`src/design/ldo_ctrl_pkg.sv`:
```
// Purpose: Shared constants for the regulator enable and mode decode block.
// Assumes: APB with 32-bit data, one aligned word per register.
// Notes:   Bit positions and reset values live here so that the bus slave,
//          the decode and any bench agree on one copy.

package ldo_ctrl_pkg;

    // Bus widths.
    localparam int ADDR_W = 12;
    localparam int DATA_W = 32;

    // Register byte offsets.
    localparam logic [ADDR_W-1:0] CTRL_OFFSET   = 12'h000;
    localparam logic [ADDR_W-1:0] STATUS_OFFSET = 12'h004;
    localparam logic [ADDR_W-1:0] PINS_OFFSET   = 12'h008;

    // Control register fields.
    localparam int CTRL_W          = 11;
    localparam int CTRL_FE_SW_BIT  = 0;
    localparam int CTRL_RX_EN_BIT  = 1;
    localparam int CTRL_AN_EN_BIT  = 2;
    localparam int CTRL_LV_EN_BIT  = 3;
    localparam int CTRL_BIAS_EN_LO = 4;
    localparam int CTRL_MODE_SRC   = 7;
    localparam int CTRL_BIAS_PS_LO = 8;

    // Front-end switch defaults off, every other bit defaults on.
    localparam logic [CTRL_W-1:0] CTRL_RESET = 11'h7fe;

    // Number of bias regulators sharing one mode-source bit.
    localparam int BIAS_COUNT = 3;

    // Status register fields.
    localparam int STAT_W            = 13;
    localparam int STAT_FE_ON        = 0;
    localparam int STAT_RX_ON        = 1;
    localparam int STAT_RX_NORMAL    = 2;
    localparam int STAT_AN_ON        = 3;
    localparam int STAT_AN_NORMAL    = 4;
    localparam int STAT_LV_ON        = 5;
    localparam int STAT_LV_NORMAL    = 6;
    localparam int STAT_BIAS_ON_LO   = 7;
    localparam int STAT_BIAS_NORM_LO = 10;

    // Pin snapshot register fields.
    localparam int PINS_W            = 5;
    localparam int PIN_MASTER_EN     = 0;
    localparam int PIN_IO_PRESENT    = 1;
    localparam int PIN_CHIP_RESET_N  = 2;
    localparam int PIN_RADIO_ON      = 3;
    localparam int PIN_SEC_CLK_EN    = 4;

    // Register select produced by the address decode.
    typedef enum logic [1:0] {
        SEL_CTRL   = 2'b00,
        SEL_STATUS = 2'b01,
        SEL_PINS   = 2'b10,
        SEL_NONE   = 2'b11
    } reg_sel_t;

endpackage : ldo_ctrl_pkg

```
`src/design/ldo_bias_mode_sel.sv`:
```
// Purpose: On/off and normal/low-power decode for one bias regulator.
// Assumes: All inputs are settled levels in the core clock domain.
// Notes:   Purely combinational; the parent registers both results.

`timescale 1ns/100ps

module ldo_bias_mode_sel (
    // Supply and pin state.
    input  wire logic master_en,
    input  wire logic io_supply_present,
    input  wire logic secondary_clock_enable_pin,
    // Register bits.
    input  wire logic enable_bit,
    input  wire logic bias_mode_source_bit,
    input  wire logic powersave_bit,
    // Decoded regulator state.
    output logic      reg_on,
    output logic      reg_normal
);

    // Off needs only master enable or the enable bit low; the IO supply
    // does not gate these rails, it only pins them to normal mode.
    always_comb begin
        reg_on     = master_en & enable_bit;
        reg_normal = 1'b0;
        if (reg_on) begin
            if (!io_supply_present) begin
                reg_normal = 1'b1;
            end else if (bias_mode_source_bit) begin
                reg_normal = powersave_bit;
            end else begin
                reg_normal = secondary_clock_enable_pin;
            end
        end
    end

endmodule : ldo_bias_mode_sel

```
`src/design/ldo_enable_mode_decode.sv`:
```
// Purpose: Enable and mode decode for the front-end load switch and six
//          regulators, with the control bits held in an APB register file.
// Assumes: Pins are synchronous to core_clk; APB master is well behaved.
// Notes:   Outputs are registered, so they follow pins and bits one cycle
//          late; the analog rails settle far slower than that.
//
// How it works
// - Front-end switch on only with master, IO, radio, receive and switch bits.
// - Front-end switch enable bit is software writable, resets to 0.
// - Analog regulator follows its bit; radio pin picks normal or low power.
// - Analog regulator enable bit is software writable, resets to 1.
// - Chip reset low forces the enabled analog regulator to normal mode.
// - Low-voltage regulator follows its bit; radio pin picks its mode.
// - Low-voltage regulator enable bit is software writable, resets to 1.
// - Low-voltage regulator off without master or IO; chip reset forces normal.
// - Bias A mode from its power-save bit or secondary clock pin.
// - Bias A enable, mode source and power-save bits writable, reset 1.
// - Bias rails off without master or bit; IO absent forces normal.
// - Bias B uses the same selection with its own bits.
// - Bias B enable, mode source and power-save bits writable, reset 1.
// - Bias C mode from its power-save bit or secondary clock pin.
// - Bias C enable, mode source and power-save bits writable, reset 1.
// - Receive regulator enable bit is software writable, resets to 1.
//
// Our own choices: register access over APB and the register offsets.

`timescale 1ns/100ps

module ldo_enable_mode_decode (
    // Clock, reset and clock enable.
    input  wire logic                          core_clk,
    input  wire logic                          rst_n,
    input  wire logic                          clk_en,
    // APB slave.
    input  wire logic                          psel,
    input  wire logic                          penable,
    input  wire logic                          pwrite,
    input  wire logic [ldo_ctrl_pkg::ADDR_W-1:0] paddr,
    input  wire logic [ldo_ctrl_pkg::DATA_W-1:0] pwdata,
    output logic      [ldo_ctrl_pkg::DATA_W-1:0] prdata,
    output logic                               pready,
    output logic                               pslverr,
    // Control pins from the host.
    input  wire logic                          master_en,
    input  wire logic                          io_supply_present,
    input  wire logic                          chip_reset_n,
    input  wire logic                          radio_on_pin,
    input  wire logic                          secondary_clock_enable_pin,
    // Front-end load switch.
    output logic                               frontend_switch_output,
    // Receive regulator.
    output logic                               receive_regulator_on,
    output logic                               receive_regulator_normal,
    // Analog regulator.
    output logic                               analog_regulator_on,
    output logic                               analog_regulator_normal,
    // Low-voltage regulator.
    output logic                               low_voltage_regulator_on,
    output logic                               low_voltage_regulator_normal,
    // Bias regulators, bit 0 is regulator A, bit 2 is regulator C.
    output logic      [ldo_ctrl_pkg::BIAS_COUNT-1:0] bias_regulator_on,
    output logic      [ldo_ctrl_pkg::BIAS_COUNT-1:0] bias_regulator_normal
);

    import ldo_ctrl_pkg::*;

    // Address decode shared by the read path and the write strobe.
    function automatic reg_sel_t decode_addr(input logic [ADDR_W-1:0] addr);
        reg_sel_t sel;
        sel = SEL_NONE;
        if (addr == CTRL_OFFSET) begin
            sel = SEL_CTRL;
        end else if (addr == STATUS_OFFSET) begin
            sel = SEL_STATUS;
        end else if (addr == PINS_OFFSET) begin
            sel = SEL_PINS;
        end
        return sel;
    endfunction : decode_addr

    // A supply-gated rail is on only with master enable, IO supply and bit.
    function automatic logic rail_on(input logic master,
                                     input logic io_ok,
                                     input logic en_bit);
        return master & io_ok & en_bit;
    endfunction : rail_on

    // Mode of a radio-steered rail; chip reset overrides the radio pin.
    function automatic logic rail_normal(input logic on,
                                         input logic crst_n,
                                         input logic radio);
        return on & (~crst_n | radio);
    endfunction : rail_normal

    // Register and output state.
    logic [CTRL_W-1:0]     ctrl_q;
    logic [DATA_W-1:0]     prdata_q;
    logic [DATA_W-1:0]     prdata_d;
    logic                  pready_q;
    logic                  pslverr_q;
    logic                  fe_on_q;
    logic                  rx_on_q;
    logic                  rx_normal_q;
    logic                  an_on_q;
    logic                  an_normal_q;
    logic                  lv_on_q;
    logic                  lv_normal_q;
    logic [BIAS_COUNT-1:0] bias_on_q;
    logic [BIAS_COUNT-1:0] bias_normal_q;

    // Combinational helpers.
    reg_sel_t              sel;
    logic                  setup_phase;
    logic                  wr_ctrl;
    logic                  ctrl_reset_cond;
    logic                  fe_on_d;
    logic                  rx_on_d;
    logic                  rx_normal_d;
    logic                  an_on_d;
    logic                  an_normal_d;
    logic                  lv_on_d;
    logic                  lv_normal_d;
    logic [BIAS_COUNT-1:0] bias_on_d;
    logic [BIAS_COUNT-1:0] bias_normal_d;
    logic [STAT_W-1:0]     status_vec;
    logic [PINS_W-1:0]     pins_vec;

    // Bus phase decode. The answer is prepared in the setup cycle so that
    // pready can come from a flop and still give a zero-wait access.
    assign sel         = decode_addr(paddr);
    assign setup_phase = psel & ~penable;
    assign wr_ctrl     = psel & penable & pready_q & pwrite & (sel == SEL_CTRL);

    // Losing the master enable or holding chip reset puts every bit back to
    // its default; software writes are ignored for as long as that lasts.
    assign ctrl_reset_cond = ~master_en | ~chip_reset_n;

    // Control register.
    always_ff @(posedge core_clk or negedge rst_n) begin
        if (!rst_n) begin
            ctrl_q <= CTRL_RESET;
        end else if (clk_en) begin
            if (ctrl_reset_cond) begin
                ctrl_q <= CTRL_RESET;
            end else if (wr_ctrl) begin
                ctrl_q <= pwdata[CTRL_W-1:0];
            end
        end
    end

    // Front-end switch needs the receive regulator bit as well as its own.
    assign fe_on_d = rail_on(master_en, io_supply_present, radio_on_pin)
                   & ctrl_q[CTRL_RX_EN_BIT] & ctrl_q[CTRL_FE_SW_BIT];

    // Receive regulator, same gating and mode choice as the analog rail.
    assign rx_on_d     = rail_on(master_en, io_supply_present, ctrl_q[CTRL_RX_EN_BIT]);
    assign rx_normal_d = rail_normal(rx_on_d, chip_reset_n, radio_on_pin);

    // Analog regulator.
    assign an_on_d     = rail_on(master_en, io_supply_present,
                                 ctrl_q[CTRL_AN_EN_BIT]);
    assign an_normal_d = rail_normal(an_on_d, chip_reset_n, radio_on_pin);

    // Low-voltage regulator.
    assign lv_on_d     = rail_on(master_en, io_supply_present,
                                 ctrl_q[CTRL_LV_EN_BIT]);
    assign lv_normal_d = rail_normal(lv_on_d, chip_reset_n, radio_on_pin);

    // One decode per bias regulator; they share only the mode-source bit.
    generate
        for (genvar i = 0; i < BIAS_COUNT; i++) begin : g_bias
            ldo_bias_mode_sel u_bias (
                .master_en                  (master_en),
                .io_supply_present          (io_supply_present),
                .secondary_clock_enable_pin (secondary_clock_enable_pin),
                .enable_bit                 (ctrl_q[CTRL_BIAS_EN_LO + i]),
                .bias_mode_source_bit       (ctrl_q[CTRL_MODE_SRC]),
                .powersave_bit              (ctrl_q[CTRL_BIAS_PS_LO + i]),
                .reg_on                     (bias_on_d[i]),
                .reg_normal                 (bias_normal_d[i])
            );
        end
    endgenerate

    // Registered rail outputs. One cycle of lag is the price of driving
    // every pin from a flop; it keeps decode glitches off the analog enables.
    always_ff @(posedge core_clk or negedge rst_n) begin
        if (!rst_n) begin
            fe_on_q       <= 1'b0;
            rx_on_q       <= 1'b0;
            rx_normal_q   <= 1'b0;
            an_on_q       <= 1'b0;
            an_normal_q   <= 1'b0;
            lv_on_q       <= 1'b0;
            lv_normal_q   <= 1'b0;
            bias_on_q     <= '0;
            bias_normal_q <= '0;
        end else if (clk_en) begin
            fe_on_q       <= fe_on_d;
            rx_on_q       <= rx_on_d;
            rx_normal_q   <= rx_normal_d;
            an_on_q       <= an_on_d;
            an_normal_q   <= an_normal_d;
            lv_on_q       <= lv_on_d;
            lv_normal_q   <= lv_normal_d;
            bias_on_q     <= bias_on_d;
            bias_normal_q <= bias_normal_d;
        end
    end

    // Status view of what the pins are being driven to right now.
    always_comb begin
        status_vec                                           = '0;
        status_vec[STAT_FE_ON]                               = fe_on_q;
        status_vec[STAT_RX_ON]                               = rx_on_q;
        status_vec[STAT_RX_NORMAL]                           = rx_normal_q;
        status_vec[STAT_AN_ON]                               = an_on_q;
        status_vec[STAT_AN_NORMAL]                           = an_normal_q;
        status_vec[STAT_LV_ON]                               = lv_on_q;
        status_vec[STAT_LV_NORMAL]                           = lv_normal_q;
        status_vec[STAT_BIAS_ON_LO +: BIAS_COUNT]            = bias_on_q;
        status_vec[STAT_BIAS_NORM_LO +: BIAS_COUNT]          = bias_normal_q;
    end

    // Pin snapshot, handy for checking the host side wiring.
    always_comb begin
        pins_vec                   = '0;
        pins_vec[PIN_MASTER_EN]    = master_en;
        pins_vec[PIN_IO_PRESENT]   = io_supply_present;
        pins_vec[PIN_CHIP_RESET_N] = chip_reset_n;
        pins_vec[PIN_RADIO_ON]     = radio_on_pin;
        pins_vec[PIN_SEC_CLK_EN]   = secondary_clock_enable_pin;
    end

    // Read mux; unused upper bits read as zero.
    always_comb begin
        prdata_d = '0;
        unique case (sel)
            SEL_CTRL: begin
                prdata_d[CTRL_W-1:0] = ctrl_q;
            end
            SEL_STATUS: begin
                prdata_d[STAT_W-1:0] = status_vec;
            end
            SEL_PINS: begin
                prdata_d[PINS_W-1:0] = pins_vec;
            end
            SEL_NONE: begin
                prdata_d = '0;
            end
        endcase
    end

    // APB answer. Setup loads the answer, the access edge completes it and
    // drops pready, so a back-to-back setup can reload at once.
    always_ff @(posedge core_clk or negedge rst_n) begin
        if (!rst_n) begin
            pready_q  <= 1'b0;
            pslverr_q <= 1'b0;
            prdata_q  <= '0;
        end else if (clk_en) begin
            pready_q <= setup_phase;
            if (setup_phase) begin
                pslverr_q <= (sel == SEL_NONE);
                prdata_q  <= pwrite ? '0 : prdata_d;
            end else begin
                pslverr_q <= 1'b0;
                prdata_q  <= '0;
            end
        end
    end

    // Port drivers, all straight from flops.
    assign prdata                       = prdata_q;
    assign pready                       = pready_q;
    assign pslverr                      = pslverr_q;
    assign frontend_switch_output       = fe_on_q;
    assign receive_regulator_on         = rx_on_q;
    assign receive_regulator_normal     = rx_normal_q;
    assign analog_regulator_on          = an_on_q;
    assign analog_regulator_normal      = an_normal_q;
    assign low_voltage_regulator_on     = lv_on_q;
    assign low_voltage_regulator_normal = lv_normal_q;
    assign bias_regulator_on            = bias_on_q;
    assign bias_regulator_normal        = bias_normal_q;

endmodule : ldo_enable_mode_decode

```
`config.mk`:
```
export PLATFORM = sky130hd
export DESIGN_NAME = ldo_enable_mode_decode
export DESIGN_NICKNAME = d
export VERILOG_FILES = /design/src/design/ldo_ctrl_pkg.sv /design/src/design/ldo_bias_mode_sel.sv /design/src/design/ldo_enable_mode_decode.sv
export SDC_FILE = /design/constraint.sdc
export NUM_CORES = 1
export LEC_CHECK = 0
export ABC_AREA = 1
export BUFFER_PORTS_ARGS = -buffer_cell sky130_fd_sc_hd__clkbuf_2
export CAP_MARGIN = 15
export CORE_MARGIN = 1.5
export CORE_UTILIZATION = 35
export CTS_CLUSTER_DIAMETER = 40
export DETAILED_ROUTE_END_ITERATION = 16
export PLACE_DENSITY_LB_ADDON = 0.12
export SLEW_MARGIN = 20
export SYNTH_ARGS = -nofsm -noshare
export SYNTH_HDL_FRONTEND = slang
export SYNTH_SLANG_ARGS = --single-unit
```
`constraint.sdc`:
```
create_clock -name core_clk -period 2 [get_ports core_clk]
set_input_delay 0.2 -clock core_clk [delete_from_list [all_inputs] [get_ports core_clk]]
set_output_delay 0.2 -clock core_clk [all_outputs]
set_load 0.005 [all_outputs]
```
## After elaboration in Yosys (flattened, before gate mapping)

Index checks and enable logic that the tools add are counted.

| operators by class | value |
|---|---|
| eq/ne operators | 5 |
| muxes and demuxes | 20 |
| bitwise gates (word level) | 23 |
| reductions and logical operators | 4 |

Operator list:

| cell | number |
|---|---|
| $mux 13 | 2 |
| $mux 11 | 2 |
| $pmux 5 s4 | 1 |
| $and 1x1->1 | 18 |
| $eq 12x3->1 const B | 1 |
| $eq 12x4->1 const B | 1 |
| $logic_not 12->1 | 1 |
| $pmux 6 s2 | 1 |
| $mux 1 | 11 |
| $mux 2 | 3 |
| $eq 2x2->1 const B | 2 |
| $not 1->1 | 3 |
| $eq 2x1->1 const B | 1 |
| $logic_not 2->1 | 1 |
| $or 1x1->1 | 2 |
| $reduce_and 2->1 | 1 |
| $reduce_bool 2->1 | 1 |

| storage, ports and cells | value |
|---|---|
| register bits after elaboration | 58 |
| output and inout port bits | 47 |
| word-level logic and storage cells | 65 |

## Logic depth before layout (Yosys ltp)

| depth | value |
|---|---|
| depth in word-level cells | 8 |
| mapped depth | 9 |

## Cells and area by module

From an unflattened synthesis, not the netlist that was laid out.

| second synthesis, totals | value |
|---|---|
| cells, all modules | 302 |
| area total of the unflattened synthesis | 2,222.1 um^2 |

Modules (own cells, without submodules):

| module | times used | cells an instance | area each (um^2) | sequential area each (um^2) |
|---|---|---|---|---|
| ldo_enable_mode_decode | 1 | 278 | 2,132.0 | 988.4 |
| ldo_bias_mode_sel | 3 | 8 | 30.0 | 0.0 |

## Worst setup path before layout

No wires, ideal clock.

| timing | value |
|---|---|
| kind | input to register |
| start | input port paddr[2] in the netlist's numbering |
| end | register ctrl_q[0] |
| setup time | 0.116 ns |
| arrival | 1.092 ns |
| required time | 1.884 ns |
| setup slack | 0.791 ns |
| stages | 9 |
| cells stage by stage | buf_6 -> or2_1 -> nor2_2 -> nand3_1 -> nand2_1 -> nand2_1 -> buf_6 -> nand2_1 -> nand2_1 |

| between the ends | value |
|---|---|
| word-level cells in the longest chain between the ends | 8 |

Ends and longest elaborated chain:

| item | RTL line | source |
|---|---|---|
| start: declaration | ldo_enable_mode_decode.sv:38 | `input wire logic [ldo_ctrl_pkg::ADDR_W-1:0] paddr,` |
| $eq 12x4->1 | ldo_enable_mode_decode.sv:75 | `end else if (addr == PINS_OFFSET) begin` |
| $mux 1 | ldo_enable_mode_decode.sv:75 |  |
| $mux 2 | ldo_enable_mode_decode.sv:73 | `end else if (addr == STATUS_OFFSET) begin` |
| $mux 2 (*) | ldo_enable_mode_decode.sv:71 | `if (addr == CTRL_OFFSET) begin` |
| $logic_not 2->1 (*) | ldo_enable_mode_decode.sv:132 | `assign wr_ctrl = psel & penable & pready_q & pwrite & (sel == SEL_CTRL);` |
| $and 1x1->1 (*) | ldo_enable_mode_decode.sv:132 |  |
| $reduce_bool 2->1 (no line) (*) | - |  |
| $reduce_and 2->1 (no line) (*) | - |  |
| end signal: assignment | ldo_enable_mode_decode.sv:146 | `ctrl_q <= pwdata[CTRL_W-1:0];` |
| end: declaration | ldo_enable_mode_decode.sv:96 | `logic [CTRL_W-1:0] ctrl_q;` |

Every way passes the cells marked *; elsewhere a longest branch is shown, timed or not.
A chain may end at the register's enable or synchronous reset.

## Worst setup path after layout

| timing | value |
|---|---|
| start | register pready_q (netlist: pready) |
| end | register ctrl_q[0] |

| between the ends | value |
|---|---|
| word-level cells in the longest chain between the ends | 5 |

Ends and longest elaborated chain:

| item | RTL line | source |
|---|---|---|
| start: declaration | ldo_enable_mode_decode.sv:99 | `logic pready_q;` |
| start signal: assignment | ldo_enable_mode_decode.sv:262 | `pready_q <= setup_phase;` |
| $and 1x1->1 (3 in series) | ldo_enable_mode_decode.sv:132 |  |
| $reduce_bool 2->1 (no line) | - |  |
| $reduce_and 2->1 (no line) | - |  |

Every way passes these cells.

==> impl_metrics.ini <==
[die]
initial_core_util_pct = 36.2
fp.coreArea_mm2 = 0.00592
pin_count = 102
die_w_um = 81.3
die_h_um = 81.3
die-area_mm2 = 0.00660
num_rows = 28

[clock_tree]
cts_buffers = 5
clock_latency_ns = 0.29
cts_tree = done
cts-htree-levels = 2
clock_path_buffers = 2
cts_sinks = 39
path_clk_slew_ns = 0.08
cts_root_buffer = clkbuf_8

[timing]
fmax_ghz = 0.781
min_period_ns = 1.28
period_share_pct = 64.0
fin_setup_tns_ns = 0
rsz0062_at_grt = false
skew_ns = 0.00694
setup_viol = 0
hold_violations = 0
slew_violations = 0

[drt]
wl_met3_um = 229
ant_nets = 0
drc_errors = 0
vias = 1874
vias_per_cell = 4.43
drt_first_pass_iters = 4
drt_wl_total_mm = 4.93
wl_per_cell_um = 11.7
drtIter0Drc = 71
highest-signal-layer = met4
wl_met1_mm = 2.39
wl_met2_mm = 2.24

[min_path]
worstHoldPathType = in -> reg
holdPathEnd = ctrl_q[0]
min-delay-start = pwdata[0]
whs_path_depth = 5

[worst_setup_path]
crit_chain = nand2_1, nor2_1, nand3_1, nand2_1, nand2_1, nand2_1, nand2_1
reg2reg_depth = 7
slowest_stage = dfrtp_1
r2r-start = pready
r2r_end = ctrl_q[0]
path_buf_inv = 0
cp.required_ns = 2.19
critPathMostFrequentCell = nand2_1
worstPathArrival_ns = 1.47
worst-setup-path-type = reg -> reg
worstPathMaxFanout = 11
setup.worst_path.start_class = register
cpLargestDelayFamily = simple AND/OR/NAND/NOR gates
endpoint_kind = register
cp_slowest_stage_delay_ns = 0.37
reg2reg_slack_ns = 0.72

[power_and_ir_drop]
p_leak_nw = 1.47
vdd_drop_max_mv = 0.297
switching_share_pct = 25.3
power.switching_mw = 0.456
clkPwrFrac_pct = 37.8
power_frac_seq_pct = 50.0
comb_power_share_pct = 12.2
p_int_mw = 1.35
powerDensity_mw_per_mm2 = 701
total_power_mw = 1.81

[logic_synthesis]
synth.distinct_cells = 24
syn_area_mm2 = 0.00214
ys_ff_latch = 39
syn_inst = 284
ys_warn_count = 0
ys_seq_area_share_pct = 46.1
postSynthAreaPerCell_um2 = 7.55

[placement]
dp.cells = 414
dpl_cell_area_mm2 = 0.00245
hpwl_mm = 3.74
gp_congestion = 0.823
port_buffers = 61

[global_routing]
first_global_vias = 1659
gr-usage-all-layers_pct = 16.4
grt_max_degree = 40
antenna_found_initial = 0
grt_first_pass_wirelength_mm = 8.11
gr-total-overflow = 0

[job]
cap_violations = 0

[finish]
fin_area_mm2 = 0.00257
final_cells = 423
nFillCells = 638
ff_latch_area_um2 = 988
multi_input_area_um2 = 917
fin_nets = 402
diodes = 0
final_core_util_pct = 43.5
final_layout_size_suffix_gt1_share_pct = 28.7
synthToLayoutAreaGrowth_pct = 20.1

[status]
status = complete, no violations
per-layer routing:
metal | global-route usage, % | vias up
met4 | 7.24 | 0
li1 | - | 981
met3 | 2.70 | 7
met1 | 22.2 | 827
met2 | 25.6 | 59
met5 | 0 | -
final cells by class:
type / instances / share of cell area (%)
multi-input combinational: 208 / 35.6
timing repair buffer: 69 / 14.3
inverter: 24 / 3.50
sequential: 39 / 38.4
tap: 75 / 3.64
clock buffer: 6 / 3.21
clock inverter: 2 / 1.36
cell families (layout without fill, tap and decap cells):
family	Yosys count	after routing	share of synthesized area, %
compound gates	20	20	5.08
buf+inv	55	101	14.2
flops	39	39	46.1
other cells	1	19	0.175
simple gates	169	169	34.4
registers in the layout (all words and copies together) (netlist names):
signal / flops
prdata: 13
low_voltage_regulator_normal: 1
ctrl_q: 11
receive_regulator_on: 1
low_voltage_regulator_on: 1
frontend_switch_output: 1
analog_regulator_on: 1
bias_regulator_on: 3
pslverr: 1
analog_regulator_normal: 1
pready: 1
bias_regulator_normal: 3
receive_regulator_normal: 1
what timing repair did:
action | CTS | global route
resized for setup | 0 | 0
setup buffers | 0 | 0
endpoints found under the setup margin | 0 | 0
endpoints found under the hold margin | 29 | 0
hold buffers | 1 | 0
cell usage after synthesis (all sizes together):
master / n / area (um^2)
nand3: 31 / 155
buf: 28 / 204
inv: 24 / 90.1
conb: 1 / 3.75
o22ai: 2 / 12.5
nand2: 106 / 398
dfstp: 10 / 263
nand4: 7 / 43.8
or2: 12 / 75.1
dfrtp: 29 / 726
clkbuf: 3 / 11.3
o211ai: 1 / 7.51
o21ai: 12 / 60.1
a21oi: 4 / 20.0
nor2: 12 / 57.6
nand3b: 1 / 7.51
o32ai: 1 / 8.76
cells in the final DEF, fill, tap and decap left out, types with 9 or more instances in the layout:
cell type,synthesis,final
o21ai_0,10,10
nand3_1,31,31
inv_1,24,24
nand2_1,106,106
dfstp_2,10,10
clkbuf_2,0,61
dfrtp_1,29,29
conb_1,1,19
or2_2,11,11
nor2_1,9,9
stage by stage:
| step | hold slack, ns | setup slack (ns) |
|---|---|---|
| 6_report | 0.200 | 0.720 |
| 5_1_grt | 0.194 | 0.558 |
| 4_1_cts | 0.197 | 0.700 |
| 3_5_place_dp | 0.290 | 0.496 |
| 3_3_place_gp | 0.290 | 0.496 |
| 2_1_floorplan | -0.0956 | 0.791 |
tightest hold or removal path, cell delays in order:
cell and delay, ns:
clkbuf_2 0.08, inv_1 0.04, nor2_1 0.03, nand3_1 0.07
nand2_1 0.05
how the worst max path moves through the flow:
stage	startpoint	endpoint	depth (start not counted)	slack (ns)
2_1_floorplan	paddr[2]	ctrl_q[0]	9	0.79
3_3_place_gp	paddr[11]	ctrl_q[0]	9	0.50
3_5_place_dp	paddr[9]	ctrl_q[0]	9	0.50
4_1_cts	pready	ctrl_q[0]	7	0.70
5_1_grt	pready	ctrl_q[0]	7	0.56
6_report	pready	ctrl_q[0]	7	0.72
power groups by stage:
| stage | sequential, mW | combinational (mW) | clock (mW) |
|---|---|---|---|
| after floorplan | 0.905 | 0.148 | 0 |
| after global placement | 0.918 | 0.220 | 0 |
| after detailed placement | 0.918 | 0.223 | 0 |
| after CTS | 0.903 | 0.225 | 0.700 |
| after global routing | 0.911 | 0.261 | 0.729 |
| final | 0.903 | 0.221 | 0.682 |
Note: power is estimated with default switching activity, not from simulation.
